### src/core/sld_regs.svh
// Register map, field positions and reset values of the segment LCD control block
`ifndef SLD_REGS_SVH
`define SLD_REGS_SVH

`define SLD_ADDR_W 16
`define SLD_OFS_DISP_CTRL 16'h50a0
`define SLD_OFS_FRAME_DUTY 16'h50a2
`define SLD_OFS_REGULATOR 16'h50a3
`define SLD_OFS_IRQ_MASK 16'h50a5
`define SLD_OFS_IRQ_STATUS 16'h50a6

`define SLD_POS_INVERT 4
`define SLD_POS_DISP_STATE 0
`define SLD_POS_FRAME_DIV 6
`define SLD_POS_DUTY 0
`define SLD_POS_HEAVY_LOAD 4
`define SLD_POS_REF_SEL 0
`define SLD_POS_FRAME_IRQ 0

`define SLD_RST_INVERT 1'h1
`define SLD_RST_DISP_STATE 2'h0
`define SLD_RST_FRAME_DIV 2'h1
`define SLD_RST_DUTY 3'h3
`define SLD_RST_HEAVY_LOAD 1'h0
`define SLD_RST_REF_SEL 1'h0
`define SLD_RST_IRQ_EN 1'h0

`define SLD_DSP_OFF 2'h0
`define SLD_DSP_NORMAL 2'h1
`define SLD_DSP_ALL_ON 2'h2
`define SLD_DSP_ALL_OFF 2'h3

`define SLD_DUTY_STATIC 3'h0
`define SLD_DUTY_HALF 3'h1
`define SLD_DUTY_THIRD 3'h2

`define SLD_NUM_SEG 32
`define SLD_NUM_COM 4

`endif

### src/core/sld_pkg.sv
// Types shared by the segment LCD control block
package sld_pkg;

  typedef struct packed {
    logic [1:0] display_state_sel;
    logic invert_display_n;
    logic [1:0] frame_divider_sel;
    logic [2:0] drive_duty_sel;
  } sld_ctrl_t;

  typedef struct packed {
    logic [1:0] com_idx;
    logic frame;
  } sld_timing_t;

endpackage

### src/core/sld_frame_timer.sv
// Frame divider and common scan counter driven by the LCD clock tick
`timescale 1ns/1ps
`include "sld_regs.svh"

module sld_frame_timer
  import sld_pkg::*;
(
  // Clock and reset
  input wire logic clk_in,
  input wire logic srst_in,
  // Control
  input wire logic tick_in,
  input wire logic run_in,
  input wire logic [1:0] frame_divider_sel_in,
  input wire logic [2:0] drive_duty_sel_in,
  // Timing
  output sld_timing_t timing_out
);

  typedef struct packed {
    logic [3:0] pos;
    logic [4:0] slot;
    logic [1:0] com;
    logic frame;
  } sld_ft_state_t;

  sld_ft_state_t state_ff;
  sld_ft_state_t nxt_state;
  logic [4:0] frame_len;
  logic [2:0] num_com;
  logic [4:0] slot_len;

  always_comb begin
    // Frame length in LCD clock ticks
    if (drive_duty_sel_in == `SLD_DUTY_THIRD) begin
      frame_len = 5'(({3'h0, frame_divider_sel_in} + 5'h2) * 5'h3);
    end else begin
      frame_len = 5'(({3'h0, frame_divider_sel_in} + 5'h1) * 5'h4);
    end
    // Active commons per duty; reserved codes behave as 1/4
    case (drive_duty_sel_in)
      `SLD_DUTY_STATIC: num_com = 3'h1;
      `SLD_DUTY_HALF: num_com = 3'h2;
      `SLD_DUTY_THIRD: num_com = 3'h3;
      default: num_com = 3'h4;
    endcase
    slot_len = frame_len / {2'h0, num_com};
    nxt_state = state_ff;
    if (!run_in) begin
      nxt_state.pos = 4'h0;
      nxt_state.slot = 5'h0;
      nxt_state.com = 2'h0;
      nxt_state.frame = 1'h0;
    end else if (tick_in) begin
      if ({1'h0, state_ff.pos} >= frame_len - 5'h1) begin
        nxt_state.pos = 4'h0;
        nxt_state.slot = 5'h0;
        nxt_state.com = 2'h0;
      end else begin
        nxt_state.pos = state_ff.pos + 4'h1;
        if (state_ff.slot >= slot_len - 5'h1) begin
          nxt_state.slot = 5'h0;
          nxt_state.com = state_ff.com + 2'h1;
        end else begin
          nxt_state.slot = state_ff.slot + 5'h1;
        end
      end
      // High in the first half of each frame, so it rises once per frame
      nxt_state.frame = ({1'h0, nxt_state.pos} < (frame_len >> 1));
    end
  end

  always_ff @(posedge clk_in) begin
    if (srst_in) begin
      state_ff <= '0;
    end else begin
      state_ff <= nxt_state;
    end
  end

  assign timing_out = {state_ff.com, state_ff.frame};

endmodule

### src/core/sld_seg_mux.sv
// Per-segment drive selection for the common line being scanned
`timescale 1ns/1ps
`include "sld_regs.svh"

module sld_seg_mux
  import sld_pkg::*;
(
  // Control
  input wire logic [1:0] display_state_sel_in,
  input wire logic invert_display_n_in,
  input wire logic [1:0] com_idx_in,
  // Display memory, common-major
  input wire logic [4*`SLD_NUM_SEG-1:0] dmem_in,
  // Drive
  output logic [`SLD_NUM_SEG-1:0] seg_out
);

  logic invert;

  // Inversion acts on the waveform only, the memory is never rewritten
  assign invert = ~invert_display_n_in;

  // All 32 segments stay live at every duty
  for (genvar i = 0; i < `SLD_NUM_SEG; i++) begin : g_seg
    logic mem_bit;
    assign mem_bit = dmem_in[{com_idx_in, 5'(i)}];
    always_comb begin
      case (display_state_sel_in)
        `SLD_DSP_NORMAL: seg_out[i] = mem_bit ^ invert;
        `SLD_DSP_ALL_ON: seg_out[i] = ~invert;
        `SLD_DSP_ALL_OFF: seg_out[i] = 1'h0;
        default: seg_out[i] = 1'h0;
      endcase
    end
  end

endmodule

### src/core/sld_top.sv
// Segment LCD display control: registers, sleep handling, frame interrupt, drive outputs
// How it works
// - Inversion bit 0 inverts the panel, 1 is normal; memory untouched.
// - Display field: 0 off, 1 normal, 2 all on dynamic, 3 all off static.
// - Display off stops drive voltage and grounds the three reference outputs.
// - All on/off override the waveform only; commons dynamic for on, static off.
// - Display field reads 0 after reset.
// - Sleep forces the display field to 0; wake restores the value held at entry or written while asleep.
// - Frame divider codes 0..3 give 1/4, 1/8, 1/12, 1/16; reset 1.
// - At 1/3 duty the divider codes give 1/6, 1/9, 1/12, 1/15.
// - Frame rate is the prescaled clock divided by the duty-dependent divisor.
// - Duty field: static, 1/2, 1/3, 1/4 commons; reserved above; reset 3.
// - All 32 segments active at every duty.
// - Regulator register: heavy-load protect bit 4, reference select bit 0, reset 0.
// - Mask bit 0 enables the frame interrupt; reset 0.
// - Frame flag sets on frame rising edge; write one clears, zero ignored.
// - Interrupt request while frame flag and enable are both one.
// - Inversion skipped for all off, applied for all on.
//
// The plain strobed port was decided locally.
`timescale 1ns/1ps
`include "sld_regs.svh"

module sld_top
  import sld_pkg::*;
(
  // Clock and reset
  input wire logic CLOCK_IN,
  input wire logic SRST_IN,
  // Register port
  input wire logic [`SLD_ADDR_W-1:0] ADDR_IN,
  input wire logic [7:0] WDATA_IN,
  input wire logic WR_IN,
  input wire logic RD_IN,
  output logic [7:0] RDATA_OUT,
  // System
  input wire logic SLEEP_IN,
  input wire logic LCD_TICK_IN,
  input wire logic [4*`SLD_NUM_SEG-1:0] DMEM_IN,
  // Panel drive
  output logic [`SLD_NUM_COM-1:0] COM_OUT,
  output logic [`SLD_NUM_SEG-1:0] SEG_OUT,
  output logic FRAME_OUT,
  // Power circuit
  output logic VC_DRIVE_EN_OUT,
  output logic [2:0] VC_GROUND_OUT,
  output logic HEAVY_LOAD_PROTECT_OUT,
  output logic REF_SEL_OUT,
  // Interrupt
  output logic IRQ_OUT
);

  typedef struct packed {
    sld_ctrl_t ctrl;
    logic [1:0] saved_state;
    logic sleep_d;
    logic heavy_load_protect_en;
    logic reference_voltage_sel;
    logic frame_irq_enable;
    logic frame_irq_flag;
    logic frame_d;
    logic [7:0] rdata;
    logic [`SLD_NUM_COM-1:0] com;
    logic [`SLD_NUM_SEG-1:0] seg;
    logic frame;
    logic vc_en;
    logic [2:0] vc_gnd;
    logic irq;
  } sld_top_state_t;

  sld_top_state_t state_ff;
  sld_top_state_t nxt_state;
  sld_timing_t timing;
  logic [`SLD_NUM_SEG-1:0] seg_drive;
  logic run;
  logic wr_disp_ctrl;
  logic wr_frame_duty;
  logic wr_regulator;
  logic wr_irq_mask;
  logic wr_irq_status;
  logic frame_rise;
  logic [2:0] num_com;
  logic [`SLD_NUM_COM-1:0] com_mask;
  logic [7:0] rd_value;

  // The scan runs only while something is shown; display off parks the counters
  assign run = (state_ff.ctrl.display_state_sel != `SLD_DSP_OFF);

  sld_frame_timer u_frame_timer (
    .clk_in(CLOCK_IN),
    .srst_in(SRST_IN),
    .tick_in(LCD_TICK_IN),
    .run_in(run),
    .frame_divider_sel_in(state_ff.ctrl.frame_divider_sel),
    .drive_duty_sel_in(state_ff.ctrl.drive_duty_sel),
    .timing_out(timing)
  );

  sld_seg_mux u_seg_mux (
    .display_state_sel_in(state_ff.ctrl.display_state_sel),
    .invert_display_n_in(state_ff.ctrl.invert_display_n),
    .com_idx_in(timing.com_idx),
    .dmem_in(DMEM_IN),
    .seg_out(seg_drive)
  );

  assign wr_disp_ctrl = WR_IN && (ADDR_IN == `SLD_OFS_DISP_CTRL);
  assign wr_frame_duty = WR_IN && (ADDR_IN == `SLD_OFS_FRAME_DUTY);
  assign wr_regulator = WR_IN && (ADDR_IN == `SLD_OFS_REGULATOR);
  assign wr_irq_mask = WR_IN && (ADDR_IN == `SLD_OFS_IRQ_MASK);
  assign wr_irq_status = WR_IN && (ADDR_IN == `SLD_OFS_IRQ_STATUS);
  assign frame_rise = timing.frame && !state_ff.frame_d;

  // Valid commons for the current duty
  always_comb begin
    case (state_ff.ctrl.drive_duty_sel)
      `SLD_DUTY_STATIC: num_com = 3'h1;
      `SLD_DUTY_HALF: num_com = 3'h2;
      `SLD_DUTY_THIRD: num_com = 3'h3;
      default: num_com = 3'h4;
    endcase
    com_mask = 4'(({1'h0, 4'h1} << num_com) - 5'h1);
  end

  // Read mux; reserved bits and unmapped offsets read zero
  always_comb begin
    rd_value = 8'h00;
    case (ADDR_IN)
      `SLD_OFS_DISP_CTRL: begin
        rd_value[`SLD_POS_INVERT] = state_ff.ctrl.invert_display_n;
        rd_value[`SLD_POS_DISP_STATE +: 2] = state_ff.ctrl.display_state_sel;
      end
      `SLD_OFS_FRAME_DUTY: begin
        rd_value[`SLD_POS_FRAME_DIV +: 2] = state_ff.ctrl.frame_divider_sel;
        rd_value[`SLD_POS_DUTY +: 3] = state_ff.ctrl.drive_duty_sel;
      end
      `SLD_OFS_REGULATOR: begin
        rd_value[`SLD_POS_HEAVY_LOAD] = state_ff.heavy_load_protect_en;
        rd_value[`SLD_POS_REF_SEL] = state_ff.reference_voltage_sel;
      end
      `SLD_OFS_IRQ_MASK: begin
        rd_value[`SLD_POS_FRAME_IRQ] = state_ff.frame_irq_enable;
      end
      `SLD_OFS_IRQ_STATUS: begin
        rd_value[`SLD_POS_FRAME_IRQ] = state_ff.frame_irq_flag;
      end
      default: begin
        rd_value = 8'h00;
      end
    endcase
  end

  always_comb begin
    nxt_state = state_ff;
    nxt_state.sleep_d = SLEEP_IN;
    nxt_state.frame_d = timing.frame;
    nxt_state.rdata = RD_IN ? rd_value : 8'h00;

    // Register writes; only defined fields are stored
    if (wr_disp_ctrl) begin
      nxt_state.ctrl.invert_display_n = WDATA_IN[`SLD_POS_INVERT];
      if (SLEEP_IN) begin
        // Asleep: the write lands in the value restored on wake
        nxt_state.saved_state = WDATA_IN[`SLD_POS_DISP_STATE +: 2];
      end else begin
        nxt_state.ctrl.display_state_sel = WDATA_IN[`SLD_POS_DISP_STATE +: 2];
      end
    end
    if (wr_frame_duty) begin
      nxt_state.ctrl.frame_divider_sel = WDATA_IN[`SLD_POS_FRAME_DIV +: 2];
      nxt_state.ctrl.drive_duty_sel = WDATA_IN[`SLD_POS_DUTY +: 3];
    end
    if (wr_regulator) begin
      nxt_state.heavy_load_protect_en = WDATA_IN[`SLD_POS_HEAVY_LOAD];
      nxt_state.reference_voltage_sel = WDATA_IN[`SLD_POS_REF_SEL];
    end
    if (wr_irq_mask) begin
      nxt_state.frame_irq_enable = WDATA_IN[`SLD_POS_FRAME_IRQ];
    end

    // Sleep entry parks the display field at off, wake puts it back
    if (SLEEP_IN && !state_ff.sleep_d) begin
      nxt_state.saved_state = wr_disp_ctrl ? WDATA_IN[`SLD_POS_DISP_STATE +: 2]
                                      : state_ff.ctrl.display_state_sel;
      nxt_state.ctrl.display_state_sel = `SLD_DSP_OFF;
    end else if (!SLEEP_IN && state_ff.sleep_d) begin
      nxt_state.ctrl.display_state_sel = state_ff.saved_state;
    end

    // Write-one-to-clear; a frame edge in the same cycle wins
    if (wr_irq_status && WDATA_IN[`SLD_POS_FRAME_IRQ]) begin
      nxt_state.frame_irq_flag = 1'h0;
    end
    if (frame_rise) begin
      nxt_state.frame_irq_flag = 1'h1;
    end
    nxt_state.irq = nxt_state.frame_irq_flag && nxt_state.frame_irq_enable;

    // Common drive per display state
    case (state_ff.ctrl.display_state_sel)
      `SLD_DSP_NORMAL, `SLD_DSP_ALL_ON: begin
        nxt_state.com = 4'(4'h1 << timing.com_idx) & com_mask;
      end
      `SLD_DSP_ALL_OFF: begin
        nxt_state.com = 4'h1;
      end
      default: begin
        nxt_state.com = 4'h0;
      end
    endcase
    nxt_state.seg = seg_drive;
    nxt_state.frame = timing.frame;

    // Display off removes the drive voltage and grounds the references
    nxt_state.vc_en = run;
    nxt_state.vc_gnd = run ? 3'h0 : 3'h7;
  end

  always_ff @(posedge CLOCK_IN) begin
    if (SRST_IN) begin
      state_ff <= '0;
      state_ff.ctrl.display_state_sel <= `SLD_RST_DISP_STATE;
      state_ff.ctrl.invert_display_n <= `SLD_RST_INVERT;
      state_ff.ctrl.frame_divider_sel <= `SLD_RST_FRAME_DIV;
      state_ff.ctrl.drive_duty_sel <= `SLD_RST_DUTY;
      state_ff.heavy_load_protect_en <= `SLD_RST_HEAVY_LOAD;
      state_ff.reference_voltage_sel <= `SLD_RST_REF_SEL;
      state_ff.frame_irq_enable <= `SLD_RST_IRQ_EN;
      state_ff.vc_gnd <= 3'h7;
    end else begin
      state_ff <= nxt_state;
    end
  end

  assign RDATA_OUT = state_ff.rdata;
  assign COM_OUT = state_ff.com;
  assign SEG_OUT = state_ff.seg;
  assign FRAME_OUT = state_ff.frame;
  assign VC_DRIVE_EN_OUT = state_ff.vc_en;
  assign VC_GROUND_OUT = state_ff.vc_gnd;
  assign HEAVY_LOAD_PROTECT_OUT = state_ff.heavy_load_protect_en;
  assign REF_SEL_OUT = state_ff.reference_voltage_sel;
  assign IRQ_OUT = state_ff.irq;

endmodule

### config.mk
export PLATFORM = sky130hd
export DESIGN_NAME = sld_top
export DESIGN_NICKNAME = d
export VERILOG_FILES = /design/src/core/sld_pkg.sv /design/src/core/sld_frame_timer.sv /design/src/core/sld_seg_mux.sv /design/src/core/sld_top.sv
export VERILOG_INCLUDE_DIRS = /design/src /design/src/core
export SDC_FILE = /design/constraint.sdc
export NUM_CORES = 1
export LEC_CHECK = 0
export ABC_AREA = 1
export ABC_CLOCK_PERIOD_IN_PS = 8800
export BUFFER_PORTS_ARGS = -buffer_cell sky130_fd_sc_hd__buf_2
export CELL_PAD_IN_SITES_DETAIL_PLACEMENT = 1
export CELL_PAD_IN_SITES_GLOBAL_PLACEMENT = 1
export CORE_MARGIN = 5
export CORE_UTILIZATION = 34
export CTS_CLUSTER_DIAMETER = 100
export DETAILED_ROUTE_END_ITERATION = 8
export PLACE_DENSITY = 0.82
export SYNTH_ARGS = -nofsm -noshare
export SYNTH_HDL_FRONTEND = slang
export SYNTH_SLANG_ARGS = --single-unit
### constraint.sdc
create_clock -name CLOCK_IN -period 8.8 [get_ports CLOCK_IN]
set_clock_uncertainty 0.1 [all_clocks]
set_input_delay 1.76 -clock CLOCK_IN [delete_from_list [all_inputs] [get_ports CLOCK_IN]]
set_output_delay 1.76 -clock CLOCK_IN [all_outputs]
set_load 0.05 [all_outputs]
==> metrics.yaml <==
route:
  dr.first_iter.drc_count: 217
  antenna_left: 0
  avgViaCountPerCell: 4.99
  dr.pass1.iters: 4
  num_vias: 5781
  drc: 0
  routed_wl_mm: 17.9
  routedWlPerCell_um: 15.4
die:
  start_util: 0.346
  core_um2: 15800
  die_w_um: 137
  fp.dieArea_um2: 18700
  rows: 46
  die_h_um: 137
  ioPinCount: 210
finish:
  insertedDiodeCount: 0
  drive_gt1_frac: 0.258
  nets: 1139
  area_delta_synth_final_pct: 20.2
  finalInstanceArea_um2: 6580
placed_design:
  io_buffers: 205
  dp_hpwl_mm: 13.9
  dpl_cell_area_um2: 6320
  place_ws_ps: 1010
  place_congestion: 0.811
synth:
  synthArstFlopShare: 0
  yosysWarnings: 0
  synthFlopType: "dfxtp_1"
  synthXorXnorAreaFrac: 0.0192
  synth.most_common_cell: "nand2_1"
  synth_top_area_share: 0.267
  synth_cells: 803
  syn_avg_cell_area_um2: 6.82
  ys_types: 45
  yosysSeqAreaShare: 0.267
  ys_top_cells_by_count: "nand2_1 (235), dfxtp_1 (73), inv_1 (67), nor2_1 (63), a21oi_1 (59)"
  ys_seq_elements: 73
  muxShareOfSynthArea: 0
  yosys.area.top_type: "dfxtp_1"
  syn-cell-area_um2: 5480
  synth_compound_area_frac: 0.213
  synth-simple-area-share: 0.265
  synth_top_family_by_area: "simple AND/OR/NAND/NOR gates"
  synthAdderAreaFrac: 0.0960
  synth_edf_count: 0
  synth.area.top_cells: "dfxtp_1 (27%), nand2_1 (16%), ha_1 (9.6%)"
worst_setup_path:
  reg2reg_depth: 51
  cpPeakStageDelay_ps: 360
  path_class: "reg -> reg"
  cp-end-kind: "register"
  r2r-start: "state_ff[62]"
  cpMaxStageDelayCell: "dfxtp_1"
  required_ps: 8970
  ff2ff_setup_slack_ps: 940
  cp.arrival_ps: 8030
  crit_path_max_fanout: 7
  timing.rr.end: "u_frame_timer.state_ff[3]"
  cpMostUsedCell: "inv_1"
  critPathLaunchType: "register"
sta:
  hold_viol_final: 0
  post-route-period-util: 0.893
  fin_crit_ps: 7860
  rsz0062_at_grt: "no"
  final_max_slew_viol_count: 0
  timing.fmax_ghz: 0.127
  tns_ps: 0
  max_slew_margin: 0.252
  finalSetupViolations: 0
  worstMarginPinSlew_ps: 1120
  hold_slack_ps: 363
  setup_ws_ps: 943
clock_tree:
  cts_sinks: 73
  cts_hold_buf: 0
  worst_skew_pair.late_latency_ps: 340
  cts_max_level: 3
  clk_pin_slew_ps: 60
  cts_tree: "built"
  ctsResizeCount: 0
  cts_setup_buffers: 0
  cts-buffers-inserted: 9
  cts_root_buf: "clkbuf_16"
  clockBufferDepth: 2
global_route:
  grt_max_degree: 68
  grtUsageTotal: 0.185
  grt.overflow.total: 0
  antenna_found_initial: 2
  use_met1: 0.206
  grt_pass1_vias: 5812
  top_usage_layer: "met2"
  grt_use_met3: 0.0471
  grt_pass1_wl_mm: 28.0
  use_met2: 0.342
run:
  maxCapViolations: 0
worst_hold_path:
  hold_class: "reg -> reg"
  hold_end: "state_ff[56]"
  min_path_cells: 2
  min-delay-start: "state_ff[56]"
pwr:
  p_per_area_nw_per_um2: 117
  p_leak_nw: 3.35
  irDropWorstVdd_v: 0.0000689
outcome:
  outcome: "finished, final reports clean"
[flip-flops by register name, indices dropped and copies added (netlist names), 3 cells and up]
register and cells:
COM_OUT 4, SEG_OUT 32, u_frame_timer.timing_out 3, u_frame_timer.state_ff 9
RDATA_OUT 6, state_ff 13
[placed cells by master, fill, tap and decap left out, types with 3 or more instances in the layout]
master     Yosys  final
nand4_1        9      9
nor2_1        63     63
xor2_1         9      9
a21oi_1       59     59
ha_1          42     42
inv_1         67     65
xnor2_1        3      3
nand3_1       23     23
inv_2          1      3
a32o_1        32     32
o21ai_0       24     24
dfxtp_1       73     71
nand2_1      235    235
a211oi_1      32     32
buf_2          1    205
clkbuf_16      0      9
nor4_1         3      3
nor3_1         7      7
buf_4         47      6
o211ai_1       4      4
[how the worst max path moves through the flow]
stage	slack, ps	startpoint	endpoint
3_5_place_dp	1010	state_ff[62]	u_frame_timer.state_ff[3]
5_1_grt	100	state_ff[62]	u_frame_timer.state_ff[3]
6_report	940	state_ff[62]	u_frame_timer.state_ff[3]
3_3_place_gp	1270	state_ff[62]	u_frame_timer.state_ff[3]
2_1_floorplan	2070	state_ff[62]	u_frame_timer.state_ff[3]
4_1_cts	890	state_ff[62]	u_frame_timer.state_ff[5]
[kinds of logic (layout without fill, tap and decap cells)]
| group | Yosys count | count (layout) |
|---|---|---|
| compound gates | 169 | 169 |
| xor+xnor | 12 | 12 |
| fa+ha+maj | 42 | 42 |
| buf+inv | 155 | 294 |
| flops | 73 | 73 |
| other cells | 1 | 2 |
| simple gates | 351 | 351 |
[critical path: cells and delay by family (launching register included)]
| kind | cells | cell delay (ps) |
|---|---|---|
| AND/OR/NAND/NOR | 13 | 1370 |
| AO/OA/AOI/OAI | 18 | 2870 |
| adder cells (fa/ha/maj) | 8 | 2190 |
| flip-flops | 1 | 360 |
| buffers and inverters | 11 | 740 |
| XOR/XNOR | 1 | 140 |
[where the power goes]
group	internal (mW)	total [mW]	switching [mW]
Clock	0.196	0.333	0.137
Sequential	0.333	0.335	0.00199
Combinational	0.0470	0.104	0.0572
Total	0.577	0.773	0.197
[per-stage QoR]
| step | power (mW) | util | instances |
|---|---|---|---|
| after floorplan | 0.399 | - | 804 |
| after global placement | 0.444 | 0.399 | 1144 |
| after global routing | 0.811 | 0.416 | 1159 |
| after CTS | 0.787 | 0.416 | 1159 |
| after detailed placement | 0.447 | 0.399 | 1144 |
| final | 0.773 | 0.416 | 1159 |
[cell type report]
type / count / area (um2)
Sequential cell: 73 / 1460
Clock inverter: 3 / 17.5
Clock buffer: 12 / 246
Tap cell: 216 / 270
Timing Repair Buffer: 211 / 1070
Inverter: 68 / 255
Multi-Input combinational cell: 576 / 3260
Fill cell: 2140 / 9250
[routing by layer]
| layer | wire length, um | vias up | share of wire |
|---|---|---|---|
| li1 | - | 2919 | - |
| met1 | 7330 | 2669 | 0.41 |
| met2 | 8750 | 172 | 0.49 |
| met3 | 1510 | 21 | 0.084 |
| met4 | 298 | 0 | 0.017 |
| met5 | 0 | - | 0 |
(Power assumes the default switching activity.)
